## config.mk

```make
export PLATFORM = sky130hd
export DESIGN_NAME = omtw_master
export DESIGN_NICKNAME = d
export VERILOG_FILES = /design/src/hdl/omtw_pkg.sv /design/src/hdl/omtw_master.sv
export VERILOG_INCLUDE_DIRS = /design/src /design/src/hdl
export SDC_FILE = /design/constraint.sdc
export NUM_CORES = 1
export LEC_CHECK = 0
export BUFFER_PORTS_ARGS = -buffer_cell sky130_fd_sc_hd__buf_4
export CAP_MARGIN = 15
export CORE_MARGIN = 2
export CORE_UTILIZATION = 36
export CTS_CLUSTER_DIAMETER = 50
export CTS_CLUSTER_SIZE = 16
export DETAILED_ROUTE_END_ITERATION = 8
export GPL_TIMING_DRIVEN = 0
export PLACE_DENSITY_LB_ADDON = 0.25
export SYNTH_ARGS = -nofsm -noshare
export SYNTH_HDL_FRONTEND = slang
export SYNTH_SLANG_ARGS = --single-unit
```

## constraint.sdc

```tcl
create_clock -name clk -period 6 [get_ports clk]
set_clock_uncertainty 0.15 [all_clocks]
set_input_delay 0.6 -clock clk [delete_from_list [all_inputs] [get_ports clk]]
set_output_delay 0.6 -clock clk [all_outputs]
set_load 0.05 [all_outputs]
```

## src/hdl/omtw_cfg.svh

```systemverilog
// Offsets, field positions and timing counts of the module serial master.
`ifndef OMTW_CFG_SVH
`define OMTW_CFG_SVH
`define OMTW_CTL_IDX     11'h79b
`define OMTW_DAT_IDX     11'h79f
`define OMTW_WB_MSB      23
`define OMTW_WB_LSB      16
`define OMTW_CLK_HZ      100000000
`define OMTW_SCL_HZ      100000
`define OMTW_QTR_CYC     ((`OMTW_CLK_HZ / `OMTW_SCL_HZ) / 4)
`define OMTW_QTR_LAST    9'((`OMTW_QTR_CYC) - 1)
`define OMTW_EE_CODE     4'ha
`define OMTW_EE_BANK     3'h0
`define OMTW_RECOV_MAX   4'h9
`define OMTW_LAST_BIT    4'h8
`define OMTW_STEP_DEV_W  2'h0
`define OMTW_STEP_WORD   2'h1
`define OMTW_STEP_SECOND 2'h2
`define OMTW_STEP_RX     2'h3
`define OMTW_PH_LOW0     2'h0
`define OMTW_PH_HIGH0    2'h2
`endif

```

## src/hdl/omtw_pkg.sv

```systemverilog
// Types shared by the module serial master.
package omtw_pkg;
  typedef struct packed {
    logic [5:0]  rsv_hi;
    logic        enable;
    logic        start;
    logic        rsv_b23;
    logic        write_complete;
    logic        rsv_b21;
    logic        read_valid;
    logic [1:0]  rsv_b19;
    logic [1:0]  port;
    logic        dir_read;
    logic [3:0]  target_select_code;
    logic [10:0] location;
  } omtw_ctl_type;

  typedef struct packed {
    logic [10:0] addr;
    logic        wr;
    logic        rd;
    logic [31:0] wdata;
  } omtw_cpu_req_type;

  typedef enum logic [2:0] {
    OMTW_IDLE,
    OMTW_RECOV,
    OMTW_START,
    OMTW_BITS,
    OMTW_STOP
  } omtw_state_type;
endpackage : omtw_pkg

```

## src/hdl/omtw_master.sv

```systemverilog
// Two-wire master for single-byte access to four pluggable optical modules.
`timescale 1ns/100ps
`include "omtw_cfg.svh"
module omtw_master (
  // Clock and reset.
  input  wire logic                      clk,
  input  wire logic                      reset,
  // CPU register port.
  input  wire omtw_pkg::omtw_cpu_req_type cpu_req,
  output logic [31:0]                    cpu_rdata,
  // Module serial link.
  output logic                           scl_out,
  input  wire logic [3:0]                sda_in,
  output logic [3:0]                     sda_out,
  output logic [3:0]                     sda_oe_n
);
  import omtw_pkg::*;

  omtw_ctl_type   ctl_q, ctl_d, job_q, job_d;
  omtw_state_type state_q, state_d;
  logic [7:0]  wbyte_q, wbyte_d, inbound_byte_q, inbound_byte_d, sh_q, sh_d;
  logic [8:0]  qcnt_q, qcnt_d;
  logic [1:0]  phase_q, phase_d, step_q, step_d;
  logic [3:0]  bitn_q, bitn_d, recov_q, recov_d;
  logic        pending_command_q, pending_command_d, drive_q, drive_d, scl_q, scl_d;
  logic [2:0][3:0] sync_q, sync_d;
  logic [3:0]  sda_val_q, sda_val_d;
  logic        sda_sel;
  logic [31:0] rdata_q, rdata_d;
  logic        tick, mid_low, mid_high, busy, ro_space;

  // Device address word: target code, bank bits, direction.
  function automatic logic [7:0] dev_word(input omtw_ctl_type j, input logic rd);
    dev_word = {j.target_select_code, j.location[10:8], rd};
  endfunction : dev_word

  // Register write decode, shared by the field update, the data update and the start deferral.
  function automatic logic reg_hit(input omtw_cpu_req_type r, input logic [10:0] idx);
    reg_hit = r.wr && (r.addr == idx);
  endfunction : reg_hit

  // Quarter-period timebase, 250 cycles at 100 MHz gives a 100 kHz clock.
  always_comb begin
    // Phases zero and one hold the clock low, two and three hold it high.
    tick     = (qcnt_q == `OMTW_QTR_LAST);
    mid_low  = tick && (phase_q == `OMTW_PH_LOW0);
    mid_high = tick && (phase_q == `OMTW_PH_HIGH0);
    if (!ctl_q.enable) begin
      qcnt_d  = '0;
      phase_d = '0;
    end else if (tick) begin
      qcnt_d  = '0;
      phase_d = phase_q + 2'h1;
    end else begin
      qcnt_d  = qcnt_q + 9'h1;
      phase_d = phase_q;
    end
    scl_d = !ctl_q.enable || phase_d[1];
  end

  always_ff @(posedge clk or posedge reset) begin
    if (reset) begin
      qcnt_q  <= 9'h000;
      phase_q <= 2'h0;
      scl_q   <= 1'b1;
    end else begin
      qcnt_q  <= qcnt_d;
      phase_q <= phase_d;
      scl_q   <= scl_d;
    end
  end

  // Every data line passes three flops; a level counts once stages two and three agree.
  always_comb begin
    sync_d    = {sync_q[1:0], sda_in};
    sda_val_d = sda_val_q;
    for (int p = 0; p < 4; p++) begin
      if (sync_q[2][p] == sync_q[1][p])
        sda_val_d[p] = sync_q[2][p];
    end
  end

  // The stages start as released lines so that no false start follows reset.
  always_ff @(posedge clk or posedge reset) begin
    if (reset) begin
      sync_q    <= '1;
      sda_val_q <= 4'hf;
    end else begin
      sync_q    <= sync_d;
      sda_val_q <= sda_val_d;
    end
  end

  always_comb begin
    ctl_d             = ctl_q;
    job_d             = job_q;
    state_d           = state_q;
    wbyte_d           = wbyte_q;
    inbound_byte_d    = inbound_byte_q;
    sh_d              = sh_q;
    step_d            = step_q;
    bitn_d            = bitn_q;
    recov_d           = recov_q;
    pending_command_d = pending_command_q;
    drive_d           = drive_q;
    busy              = (state_q != OMTW_IDLE) || pending_command_q;
    ro_space          = (ctl_q.target_select_code == `OMTW_EE_CODE) &&
                        (ctl_q.location[10:8] == `OMTW_EE_BANK);
    sda_sel           = sda_val_q[job_q.port];

    // CPU register writes; status bits stay hardware owned.
    if (reg_hit(cpu_req, `OMTW_CTL_IDX)) begin
      ctl_d.enable             = cpu_req.wdata[25];
      ctl_d.port               = cpu_req.wdata[17:16];
      ctl_d.dir_read           = cpu_req.wdata[15];
      ctl_d.target_select_code = cpu_req.wdata[14:11];
      ctl_d.location           = cpu_req.wdata[10:0];
      if (cpu_req.wdata[24])
        pending_command_d = 1'b1;
    end
    if (reg_hit(cpu_req, `OMTW_DAT_IDX))
      wbyte_d = cpu_req.wdata[`OMTW_WB_MSB:`OMTW_WB_LSB];

    unique case (state_q)
      OMTW_IDLE: begin
        drive_d = 1'b0;
        // A control write in this same cycle defers the take by one cycle.
        if (ctl_q.enable && pending_command_q && !reg_hit(cpu_req, `OMTW_CTL_IDX)) begin
          pending_command_d    = 1'b0;
          ctl_d.read_valid     = 1'b0;
          ctl_d.write_complete = 1'b0;
          job_d                = ctl_q;
          recov_d              = '0;
          if (!ctl_q.dir_read && ro_space)
            ctl_d.write_complete = 1'b1;
          else
            state_d = OMTW_RECOV;
        end
      end
      OMTW_RECOV: begin
        if (mid_high) begin
          recov_d = recov_q + 4'h1;
          // Recovery clocks end as soon as the line is seen released.
          if (sda_sel || recov_d == `OMTW_RECOV_MAX) begin
            state_d = OMTW_START;
            step_d  = `OMTW_STEP_DEV_W;
          end
        end
      end
      OMTW_START: begin
        if (mid_low)
          drive_d = 1'b0;
        else if (mid_high) begin
          drive_d = 1'b1;
          sh_d    = dev_word(job_q, step_q == `OMTW_STEP_SECOND);
          bitn_d  = '0;
          state_d = OMTW_BITS;
        end
      end
      OMTW_BITS: begin
        if (mid_low) begin
          if (step_q == `OMTW_STEP_RX || bitn_q == `OMTW_LAST_BIT)
            drive_d = 1'b0;
          else
            drive_d = !sh_q[7];
        end else if (mid_high) begin
          if (bitn_q != `OMTW_LAST_BIT) begin
            // Each bit is sampled a quarter period after the rising clock edge.
            sh_d   = {sh_q[6:0], sda_sel};
            bitn_d = bitn_q + 4'h1;
          end else begin
            bitn_d = '0;
            if (step_q == `OMTW_STEP_RX) begin
              inbound_byte_d = sh_q;
              state_d        = OMTW_STOP;
            end else if (sda_sel) begin
              // No acknowledge ends the frame early; status still posts.
              state_d = OMTW_STOP;
            end else if (step_q == `OMTW_STEP_DEV_W) begin
              step_d = `OMTW_STEP_WORD;
              sh_d   = job_q.location[7:0];
            end else if (step_q == `OMTW_STEP_WORD) begin
              step_d = `OMTW_STEP_SECOND;
              if (job_q.dir_read)
                state_d = OMTW_START;
              else
                sh_d = wbyte_q;
            end else if (job_q.dir_read) begin
              step_d = `OMTW_STEP_RX;
              sh_d   = '0;
            end else begin
              state_d = OMTW_STOP;
            end
          end
        end
      end
      OMTW_STOP: begin
        if (mid_low)
          drive_d = 1'b1;
        else if (mid_high) begin
          drive_d = 1'b0;
          state_d = OMTW_IDLE;
          if (!pending_command_q) begin
            ctl_d.read_valid     = job_q.dir_read;
            ctl_d.write_complete = !job_q.dir_read;
          end
        end
      end
    endcase

    if (!ctl_q.enable) begin
      state_d = OMTW_IDLE;
      drive_d = 1'b0;
    end

  end

  // Registered read data, one cycle after the read strobe; start reads back as busy.
  always_comb begin
    rdata_d = rdata_q;
    if (cpu_req.rd) begin
      if (cpu_req.addr == `OMTW_CTL_IDX) begin
        rdata_d       = ctl_q;
        rdata_d[24]   = busy;
      end else if (cpu_req.addr == `OMTW_DAT_IDX)
        rdata_d = {8'h00, wbyte_q, 8'h00, inbound_byte_q};
      else
        // Unmapped indexes read back as zero.
        rdata_d = '0;
    end
  end

  always_ff @(posedge clk or posedge reset) begin
    if (reset) begin
      rdata_q <= 32'h0000_0000;
    end else begin
      rdata_q <= rdata_d;
    end
  end

  always_ff @(posedge clk or posedge reset) begin
    if (reset) begin
      ctl_q             <= '0;
      job_q             <= '0;
      state_q           <= OMTW_IDLE;
      wbyte_q           <= 8'h00;
      inbound_byte_q    <= 8'h00;
      sh_q              <= 8'h00;
      step_q            <= 2'h0;
      bitn_q            <= 4'h0;
      recov_q           <= 4'h0;
      pending_command_q <= 1'b0;
      drive_q           <= 1'b0;
    end else begin
      ctl_q             <= ctl_d;
      job_q             <= job_d;
      state_q           <= state_d;
      wbyte_q           <= wbyte_d;
      inbound_byte_q    <= inbound_byte_d;
      sh_q              <= sh_d;
      step_q            <= step_d;
      bitn_q            <= bitn_d;
      recov_q           <= recov_d;
      pending_command_q <= pending_command_d;
      drive_q           <= drive_d;
    end
  end

  always_comb begin
    cpu_rdata = rdata_q;
    scl_out   = scl_q;
    sda_out   = 4'h0;
    for (int p = 0; p < 4; p++)
      sda_oe_n[p] = !(drive_q && job_q.port == p[1:0]);
  end
endmodule : omtw_master

```

Word-level counts from Yosys, hierarchy flattened
Index checks and enable logic that the tools add are counted.
{"block": "word_totals", "reg_bits": 138, "word_cells": 224}
{"block": "op_classes", "addsub": 4, "magnitude_cmp": 1, "eq_ne": 59, "n_mux": 82, "n_bitwise": 2, "n_reduce_logical": 44}
{"operator": "8-bit two-way mux", "n": 11}
{"operator": "3-bit two-way mux", "n": 18}
{"operator": "3-bit != test, second input constant", "n": 14}
{"operator": "4-bit two-way mux", "n": 7}
{"operator": "26-bit two-way mux", "n": 1}
{"operator": "2-bit != test, second input constant", "n": 13}
{"operator": "2-bit two-way mux", "n": 12}
{"operator": "24-bit two-way mux", "n": 1}
{"operator": "11-bit equality test, second input constant", "n": 2}
{"operator": "1-bit two-way mux", "n": 21}
{"operator": "9-bit two-way mux", "n": 2}
{"operator": "9-bit AND reduction", "n": 2}
{"operator": "4-bit != test, second input constant", "n": 4}
{"operator": "4-bit case mux with 2 select lines", "n": 2}
{"operator": "8-bit case mux with 2 select lines", "n": 1}
{"operator": "5-bit != test, second input constant", "n": 3}
{"operator": "3-bit case mux with 5 select lines", "n": 1}
{"operator": "5-bit AND reduction", "n": 3}
{"operator": "14-bit AND reduction", "n": 1}
{"operator": "4-bit equality test, second input constant", "n": 3}
{"operator": "1-bit logical AND", "n": 12}
{"operator": "6-bit != test, second input constant", "n": 2}
{"operator": "2-bit equality test, second input constant", "n": 5}
{"operator": "9-bit by 1-bit adder with 9-bit output, second input constant", "n": 1}
{"operator": "other kinds (25)", "n": 50}

Logic depth before layout (Yosys ltp)
Gate-level depths: netlist (run 1).
{"block": "depth", "depth_word": 10, "depth_mapped": 9}

Worst setup path before layout (run 1)
No wires, ideal clock.
{"block": "synth_timing", "path_type": "input to register", "start": "in cpu_req[43] (netlist bit)", "end": "reg ctl_q[0] (netlist bit)", "setup_time_ps": 125, "arrival_ps": 1963, "path_slack_ps": 3763, "stages": 6, "path_cell_list": "and4b_1 -> nand3_1 -> nor2_1 -> nand2_1 -> buf_2 -> mux2_2"}
{"block": "synth_between", "elab_chain_cells": 2}
{"element": "start: declaration", "line": "omtw_master.sv:9", "rtl": "input wire omtw_pkg::omtw_cpu_req_type cpu_req,"}
{"element": "11-bit equality test", "line": "omtw_master.sv:39", "rtl": "reg_hit = r.wr && (r.addr == idx);"}
{"element": "1-bit logical AND", "line": "omtw_master.sv:39"}
{"element": "end signal: assignment", "line": "omtw_master.sv:255", "rtl": "ctl_q <= ctl_d;"}
{"element": "end: declaration", "line": "omtw_master.sv:19", "rtl": "omtw_ctl_type ctl_q, ctl_d, job_q, job_d;"}
No other way between the ends.
A chain may end at the register's enable or synchronous reset.

Worst setup path in the final report (run 1)
{"block": "layout_timing", "start": "in cpu_req[40] (netlist bit)", "end": "reg ctl_q[7] (netlist bit)"}
Same word-level chain as after synthesis.

==> results.md, run 1 <==
* Die footprint at 0.0178 mm²
* Area of the multi-input gates at 0.00253 mm²
* Worst setup slack for register-to-register paths at 3.54 ns
* Area leader, netlist: sky130_fd_sc_hd__dfrtp_1
* Maximum number of pins on one net before global-route repair at 75
* Leakage component of the power at 3.50 nW
* FFs w/ async S/R, synth at 1.00
* Power per unit of standard cell area at 273 mW/mm²
* Post-route clock period utilization at 0.444
* Outcome: finished clean
* Remaining design rule violation count at 0
* Number of global-route vias before repair at 4,340
* Total of flip-flops plus latches after synthesis at 132
* # resized after CTS at 0
* Final hold violation count at 0
* Cell depth of the worst flop-to-flop path at 9
* Master cell of the clock root buffer: sky130_fd_sc_hd__clkbuf_16
* Rows at 47
* Overall routed net length at 14,200 µm
* Worst supply voltage drop on vdd at 173 µV
* Starting Density at 0.365
* Final critical path time including I/O delays and setup at 2.66 ns
* First-pass GRT wire length at 23,300 µm
* Maximum clock rate at 0.375 GHz
* Clock network latency to the later pin of the worst-skew pair at 0.41 ns
* Compound-gate portion of the synthesized area at 0.116
* Number of levels in the clock H-tree at 4
* Area share of the largest cell type after synthesis at 0.478
* CP Launch Type: input pin
* Average wire length per cell after detail routing at 16.9 µm
* Die width at 133 µm
* Unrepaired setup endpoints after global routing: false
* Mean number of vias per cell at 5.07
* Total Power at 0.00205 W
* Total cell area at the placement stage at 0.00693 mm²
* Post-synth design cell area at 0.00601 mm²
* Most area-consuming cells after synthesis: sky130_fd_sc_hd__dfrtp_1 (48%), sky130_fd_sc_hd__mux2_2 (10%), sky130_fd_sc_hd__dfstp_2 (7.4%)
* Number of enable flip-flop cells after synthesis at 0
* Reg-to-Reg End: sh_q[4]
* Count of port buffers added during placement at 74
* Initial drt markers at 228
* Antenna violations before repair at 0
* Cell types with the highest counts after synthesis: sky130_fd_sc_hd__dfrtp_1 (115), sky130_fd_sc_hd__mux2_2 (54), sky130_fd_sc_hd__nor2_1 (33)
* Clock-pin slew on the worst setup and hold paths at 0.05 ns
* IO Count at 92
* Highest fanout seen on the critical path at 10
* Area taken by flip-flops and latches at 0.00332 mm²
* Final max-slew violation count at 0
* GP Congestion at 0.883
* Syn avg cell area at 12.0 µm²
* Number of buffers inserted during clock tree synthesis at 17
* Required time reported for the critical path endpoint at 6.15 ns
* Total vias in the final route at 4,255
* Most instantiated library cell after synthesis: sky130_fd_sc_hd__dfrtp_1
* Final total negative setup slack at 0 ns
* Number of buffers inserted by hold repair at cts at 0
* Hpwl dp at 10,100 µm
* Share of layout cells above drive strength 1 at 0.332
* Area overhead of the layout relative to synthesis at 25.2%
* Post-synthesis sequential area ratio at 0.553
* Final count of negative-setup-slack endpoints at 0
* Capturing element type of the critical path: flop
* Number of antenna-violating nets in the routed design at 0
* Clock tree from TritonCTS: built
* Number of post-CTS setup repair buffers at 0
* Area share of xor/xnor cells in the synthesized design at 0.0102
* Worst path setup slack after routing at 3.34 ns
* Mux cell area share after synthesis at 0.136
* Number of inserted filler cells in the final layout at 1,537
* Critical path class: input pin to flop
* Die Span Y at 133 µm
* Beginning of the worst register-to-register path: qcnt_q[1]
* Number of maximum-capacitance violations at 0
* Dominant combinational cell family by area after synthesis: multiplexers
* Transition time at the pin with the least slew margin at 0.782 ns
* Placement-stage worst setup slack at 2.88 ns
* Kind of path behind the tightest hold check: input pin to asynchronous set/reset pin
* Cell count after synthesis at 503
* First-pass detailed-route iteration total at 4
* Net count, final at 666
* Leftover overflow at the end of global routing at 0
* Dominant synthesized flop cell: sky130_fd_sc_hd__dfrtp_1
* Number of inserted diodes at 0
* Worst slew margin relative to its limit at 0.479
* Adder and majority gate portion of the synthesized area at 0.0233
* Simple-gate portion of the synthesized area at 0.127
* Number of warnings issued by yosys at 0
* Total GRT Usage at 0.168
* Worst-case clock buffer depth at 2
* Data arrival time of the critical path at 2.81 ns
* Area of all placed cells without fillers at 0.00753 mm²
* Count of clock tree sinks at 132
* Core area at 0.0165 mm²
* Netlist cell types at 60
==> worst max-delay path: stages <==
cell	delay [ns]
sky130_fd_sc_hd__buf_4	0.10
sky130_fd_sc_hd__and4b_1	0.26
sky130_fd_sc_hd__nand3_1	0.36
sky130_fd_sc_hd__nor2_1	0.31
sky130_fd_sc_hd__nand2_1	0.46
sky130_fd_sc_hd__buf_2	0.40
sky130_fd_sc_hd__mux2_2	0.30
==> layout make-up <==
class	instances	share of cell area
Sequential cell	132	0.441
Inverter	13	0.00714
Multi-Input combinational cell	338	0.336
Clock inverter	10	0.0173
Buffer	29	0.0201
Clock buffer	22	0.0630
Tap cell	220	0.0365
Timing Repair Buffer	76	0.0789
==> cell usage in the layout, fill, tap and decap left out, types with 7 or more instances in the layout <==
master and count:
sky130_fd_sc_hd__dfrtp_1 115, sky130_fd_sc_hd__buf_4 84, sky130_fd_sc_hd__mux2_2 54, sky130_fd_sc_hd__nor2_1 33
sky130_fd_sc_hd__o21ai_0 25, sky130_fd_sc_hd__a21oi_1 25, sky130_fd_sc_hd__nand2_1 23, sky130_fd_sc_hd__a22o_1 23
sky130_fd_sc_hd__mux2i_1 19, sky130_fd_sc_hd__clkbuf_16 17, sky130_fd_sc_hd__dfstp_2 17, sky130_fd_sc_hd__clkbuf_1 15
sky130_fd_sc_hd__nor3_1 14, sky130_fd_sc_hd__nand3_1 12, sky130_fd_sc_hd__inv_1 11, sky130_fd_sc_hd__conb_1 10
sky130_fd_sc_hd__ha_1 8, sky130_fd_sc_hd__and3_1 7
==> stage by stage <==
stage                     instances  hold WS, ns   util
after detailed placement        808        0.197  0.421
final                           840       0.0851  0.457
after floorplan                 512        0.195      -
after global routing            840        0.121  0.457
after CTS                       840        0.110  0.457
after global placement          806        0.197  0.418
==> flip-flops by register name, indices dropped and copies added (netlist names), 4 cells and up <==
name            flops
bitn_q              4
cpu_rdata          26
ctl_q              21
inbound_byte_q      8
job_q              18
qcnt_q              9
recov_q             4
sda_val_q           4
sh_q                8
sync_d              8
sync_q              4
wbyte_q             8
==> kinds of logic (layout without fill, tap and decap cells) <==
| family | after synthesis | count (layout) |
|---|---|---|
| adder cells (fa/ha/maj) | 12 | 12 |
| AO/OA/AOI/OAI | 100 | 100 |
| multiplexers | 74 | 74 |
| AND/OR/NAND/NOR | 135 | 135 |
| buffers and inverters | 42 | 150 |
| XOR/XNOR | 7 | 7 |
| flip-flops | 132 | 132 |
| other | 1 | 10 |
==> power breakdown <==
group          internal (W)   total, W  switching (W)
combinational     0.0000324  0.0000828      0.0000504
clock              0.000683    0.00106       0.000380
sequential         0.000905   0.000909     0.00000483
total               0.00162    0.00205       0.000435
==> worst max path at each step <==
stage                start       endpoint  slack [ns]  cells past startpoint
2_1_floorplan        reset      bitn_q[0]        1.75                      1
3_5_place_dp   cpu_req[40]       ctl_q[6]        2.88                      7
4_1_cts        cpu_req[40]       ctl_q[7]        3.31                      7
3_3_place_gp         reset  cpu_rdata[22]        0.29                      2
5_1_grt        cpu_req[40]       ctl_q[7]        3.17                      7
6_report       cpu_req[40]       ctl_q[7]        3.34                      7
==> layer usage <==
layer,track usage,up-vias,share of wire
li1,-,2016,-
met4,0.0532,0,0.012
met3,0.0445,13,0.048
met5,0,-,0
met2,0.255,98,0.45
met1,0.237,2128,0.49
Note: power is estimated with default switching activity, not from simulation.
==> run 2: changes to the inputs <==
- clock period: 6 -> 2.51 ns (I/O delays scaled with it)
==> run 2 against run 1 <==
Compared with the run above: critical path depth rose by 2; register-to-register slack got worse by 3.4 ns; worst hold slack gained 0.12 ns; first-iteration DRC count increased by 7.0%; highest routed layer unchanged; core utilization grew 2.5 points; largest cell class unchanged.
==> results.md, run 2 (synthesis gave the netlist of run 1 again) <==
* Clock network latency to the later pin of the worst-skew pair at 0.42 ns
* Filler-free cell count of the finished design at 881
* Total vias in the final route at 4,468
* Worst slew margin relative to its limit at 0.387
* Die Span Y at 133 µm
* Clock-pin slew on the worst setup and hold paths at 0.06 ns
* Total Power at 0.00493 W
* IO Count at 92
* Clock tree from TritonCTS: built
* Average wire length per cell after detail routing at 16.8 µm
* Number of inserted diodes at 0
* Data arrival time of the critical path at 2.50 ns
* Post-Place Cells at 809
* Top library cells by usage in the layout, fill and taps aside: sky130_fd_sc_hd__dfrtp_1 (115), sky130_fd_sc_hd__buf_4 (91), sky130_fd_sc_hd__mux2_2 (54), sky130_fd_sc_hd__nor2_1 (33), sky130_fd_sc_hd__dlygate4sd3_1 (33)
* Crit path max-delay family: simple AND/OR/NAND/NOR gates
* Met2 track demand over resource in global routing at 0.278
* Antenna violations before repair at 0
* Capturing element type of the critical path: flop
* CP Launch Type: flop
* Peak per-stage delay on the critical path at 0.40 ns
* Final critical path time including I/O delays and setup at 2.38 ns
* Total cell area at the placement stage at 0.00695 mm²
* Met3 Resource Use GR at 0.0426
* Area overhead of the layout relative to synthesis at 32.0%
* Buffers plus inverters on the worst setup path at 2
* Leakage component of the power at 3.67 nW
* Number of maximum-capacitance violations at 0
* Required time reported for the critical path endpoint at 2.63 ns
* Net count, final at 707
* Final hold violation count at 0
* Maximum clock rate at 0.420 GHz
* Final max-slew violation count at 0
* Number of global-route vias before repair at 4,581
* Master cell of the clock root buffer: sky130_fd_sc_hd__clkbuf_16
* Number of inserted filler cells in the final layout at 1,507
* Number of buffers inserted during clock tree synthesis at 17
* First-pass GRT wire length at 24,500 µm
* Worst supply voltage drop on vdd at 491 µV
* Worst-case clock buffer depth at 2
* GP Congestion at 0.891
* Number of antenna-violating nets in the routed design at 0
* Count of clock tree sinks at 132
* Worst Hold Margin at 0.206 ns
* Hpwl dp at 10,600 µm
* Number of flip-flops under the largest register name at 26
* Power per unit of standard cell area at 621 mW/mm²
* Transition time at the pin with the least slew margin at 0.914 ns
* Area of all placed cells without fillers at 0.00794 mm²
* Unrepaired setup endpoints after global routing: true
* Post-Route Utilization at 0.482
* First-pass detailed-route iteration total at 5
* Cell type of the slowest stage on the worst timing path: sky130_fd_sc_hd__dfrtp_1
* Kind of path behind the tightest hold check: flop to flop
* Die footprint at 0.0178 mm²
* Leftover overflow at the end of global routing at 0
* Rows at 47
* Met1 Resource Use GR at 0.246
* Highest fanout seen on the critical path at 10
* Most common cell after layout, fill and taps aside: sky130_fd_sc_hd__dfrtp_1
* Count of port buffers added during placement at 74
* Die width at 133 µm
* Top Usage Layer GRT: met2
* Remaining design rule violation count at 0
* Maximum number of pins on one net before global-route repair at 42
* Starting Density at 0.365
* Outcome: finished clean
* Total GRT Usage at 0.177
* Initial drt markers at 244
* Final count of negative-setup-slack endpoints at 0
* Share of layout cells above drive strength 1 at 0.324
* Critical path class: flop to flop
* Number of levels in the clock H-tree at 4
* Crit path cell chain: inv_1, ha_1, and4bb_2, nand3_2, nor3b_4, o311ai_2, buf_2, nand2_1, o21ai_0
* Overall routed net length at 14,800 µm
* Mean number of vias per cell at 5.07
* Core area at 0.0165 mm²
* Post-route clock period utilization at 0.949
==> run 2: cell types whose count changed in the layout (fill, tap and decap cells not counted) <==
cell | previous run | this run
sky130_fd_sc_hd__dlygate4sd3_1 | 0 | 33
sky130_fd_sc_hd__buf_4 | 84 | 91
sky130_fd_sc_hd__clkinv_4 | 0 | 4
sky130_fd_sc_hd__buf_12 | 0 | 3
sky130_fd_sc_hd__clkbuf_8 | 3 | 1
sky130_fd_sc_hd__buf_16 | 1 | 0
sky130_fd_sc_hd__buf_6 | 1 | 0
sky130_fd_sc_hd__clkbuf_1 | 15 | 14
sky130_fd_sc_hd__clkinv_1 | 1 | 2
sky130_fd_sc_hd__clkinv_2 | 5 | 4
sky130_fd_sc_hd__clkinvlp_4 | 2 | 1
sky130_fd_sc_hd__nand3_2 | 2 | 1
sky130_fd_sc_hd__nand3_4 | 0 | 1
==> run 2: stage by stage <==
step,worst slack [ns],setup TNS [ns]
3_5_place_dp,-0.259,-2.48
3_3_place_gp,-0.352,-43.07
5_1_grt,-0.0207,-0.0207
4_1_cts,0.0179,0
6_report,0.129,0
2_1_floorplan,0.415,0
==> run 2: power breakdown <==
group	internal (W)	switching [W]
logic	0.000115	0.000129
clock network	0.00159	0.000926
registers	0.00216	0.0000119
==> run 2: layout make-up <==
| class | count | area (µm²) | share of cell area |
|---|---|---|---|
| buffer | 29 | 151 | 0.0191 |
| clock buffer | 19 | 443 | 0.0558 |
| clock inverter | 13 | 158 | 0.0199 |
| inverter | 13 | 52.6 | 0.00662 |
| multi-input combinational | 338 | 2540 | 0.319 |
| sequential | 132 | 3320 | 0.419 |
| tap | 220 | 275 | 0.0347 |
| timing repair buffer | 117 | 998 | 0.126 |
==> run 2: worst paths after layout <==
kind                            startpoint            end  slack [ns]  cells after the start
max in group asynchronous            reset     sync_q[11]        1.04                      5
min in group asynchronous            reset  cpu_rdata[24]        0.27                      3
worst max-delay path             qcnt_q[1]        sh_q[4]        0.13                      9
worst min register to register   sync_d[6]     sync_d[10]        0.21                      0
worst max register to register   qcnt_q[1]        sh_q[4]        0.13                      9
worst min-delay path             sync_d[6]     sync_d[10]        0.21                      0
==> run 2: metal layers <==
metal,routed length (µm),vias up
met2,6910,107
met1,7090,2249
met3,655,12
met5,0,-
met4,121,0
li1,-,2100
==> run 2: timing repair <==
item | 4_1_cts | 5_1_grt
endpoints found under the setup margin | 0 | 17
hold buffers | 33 | 0
gates resized for setup | 0 | 1
hold endpoints to repair | 51 | 0
buffers inserted | 0 | 7
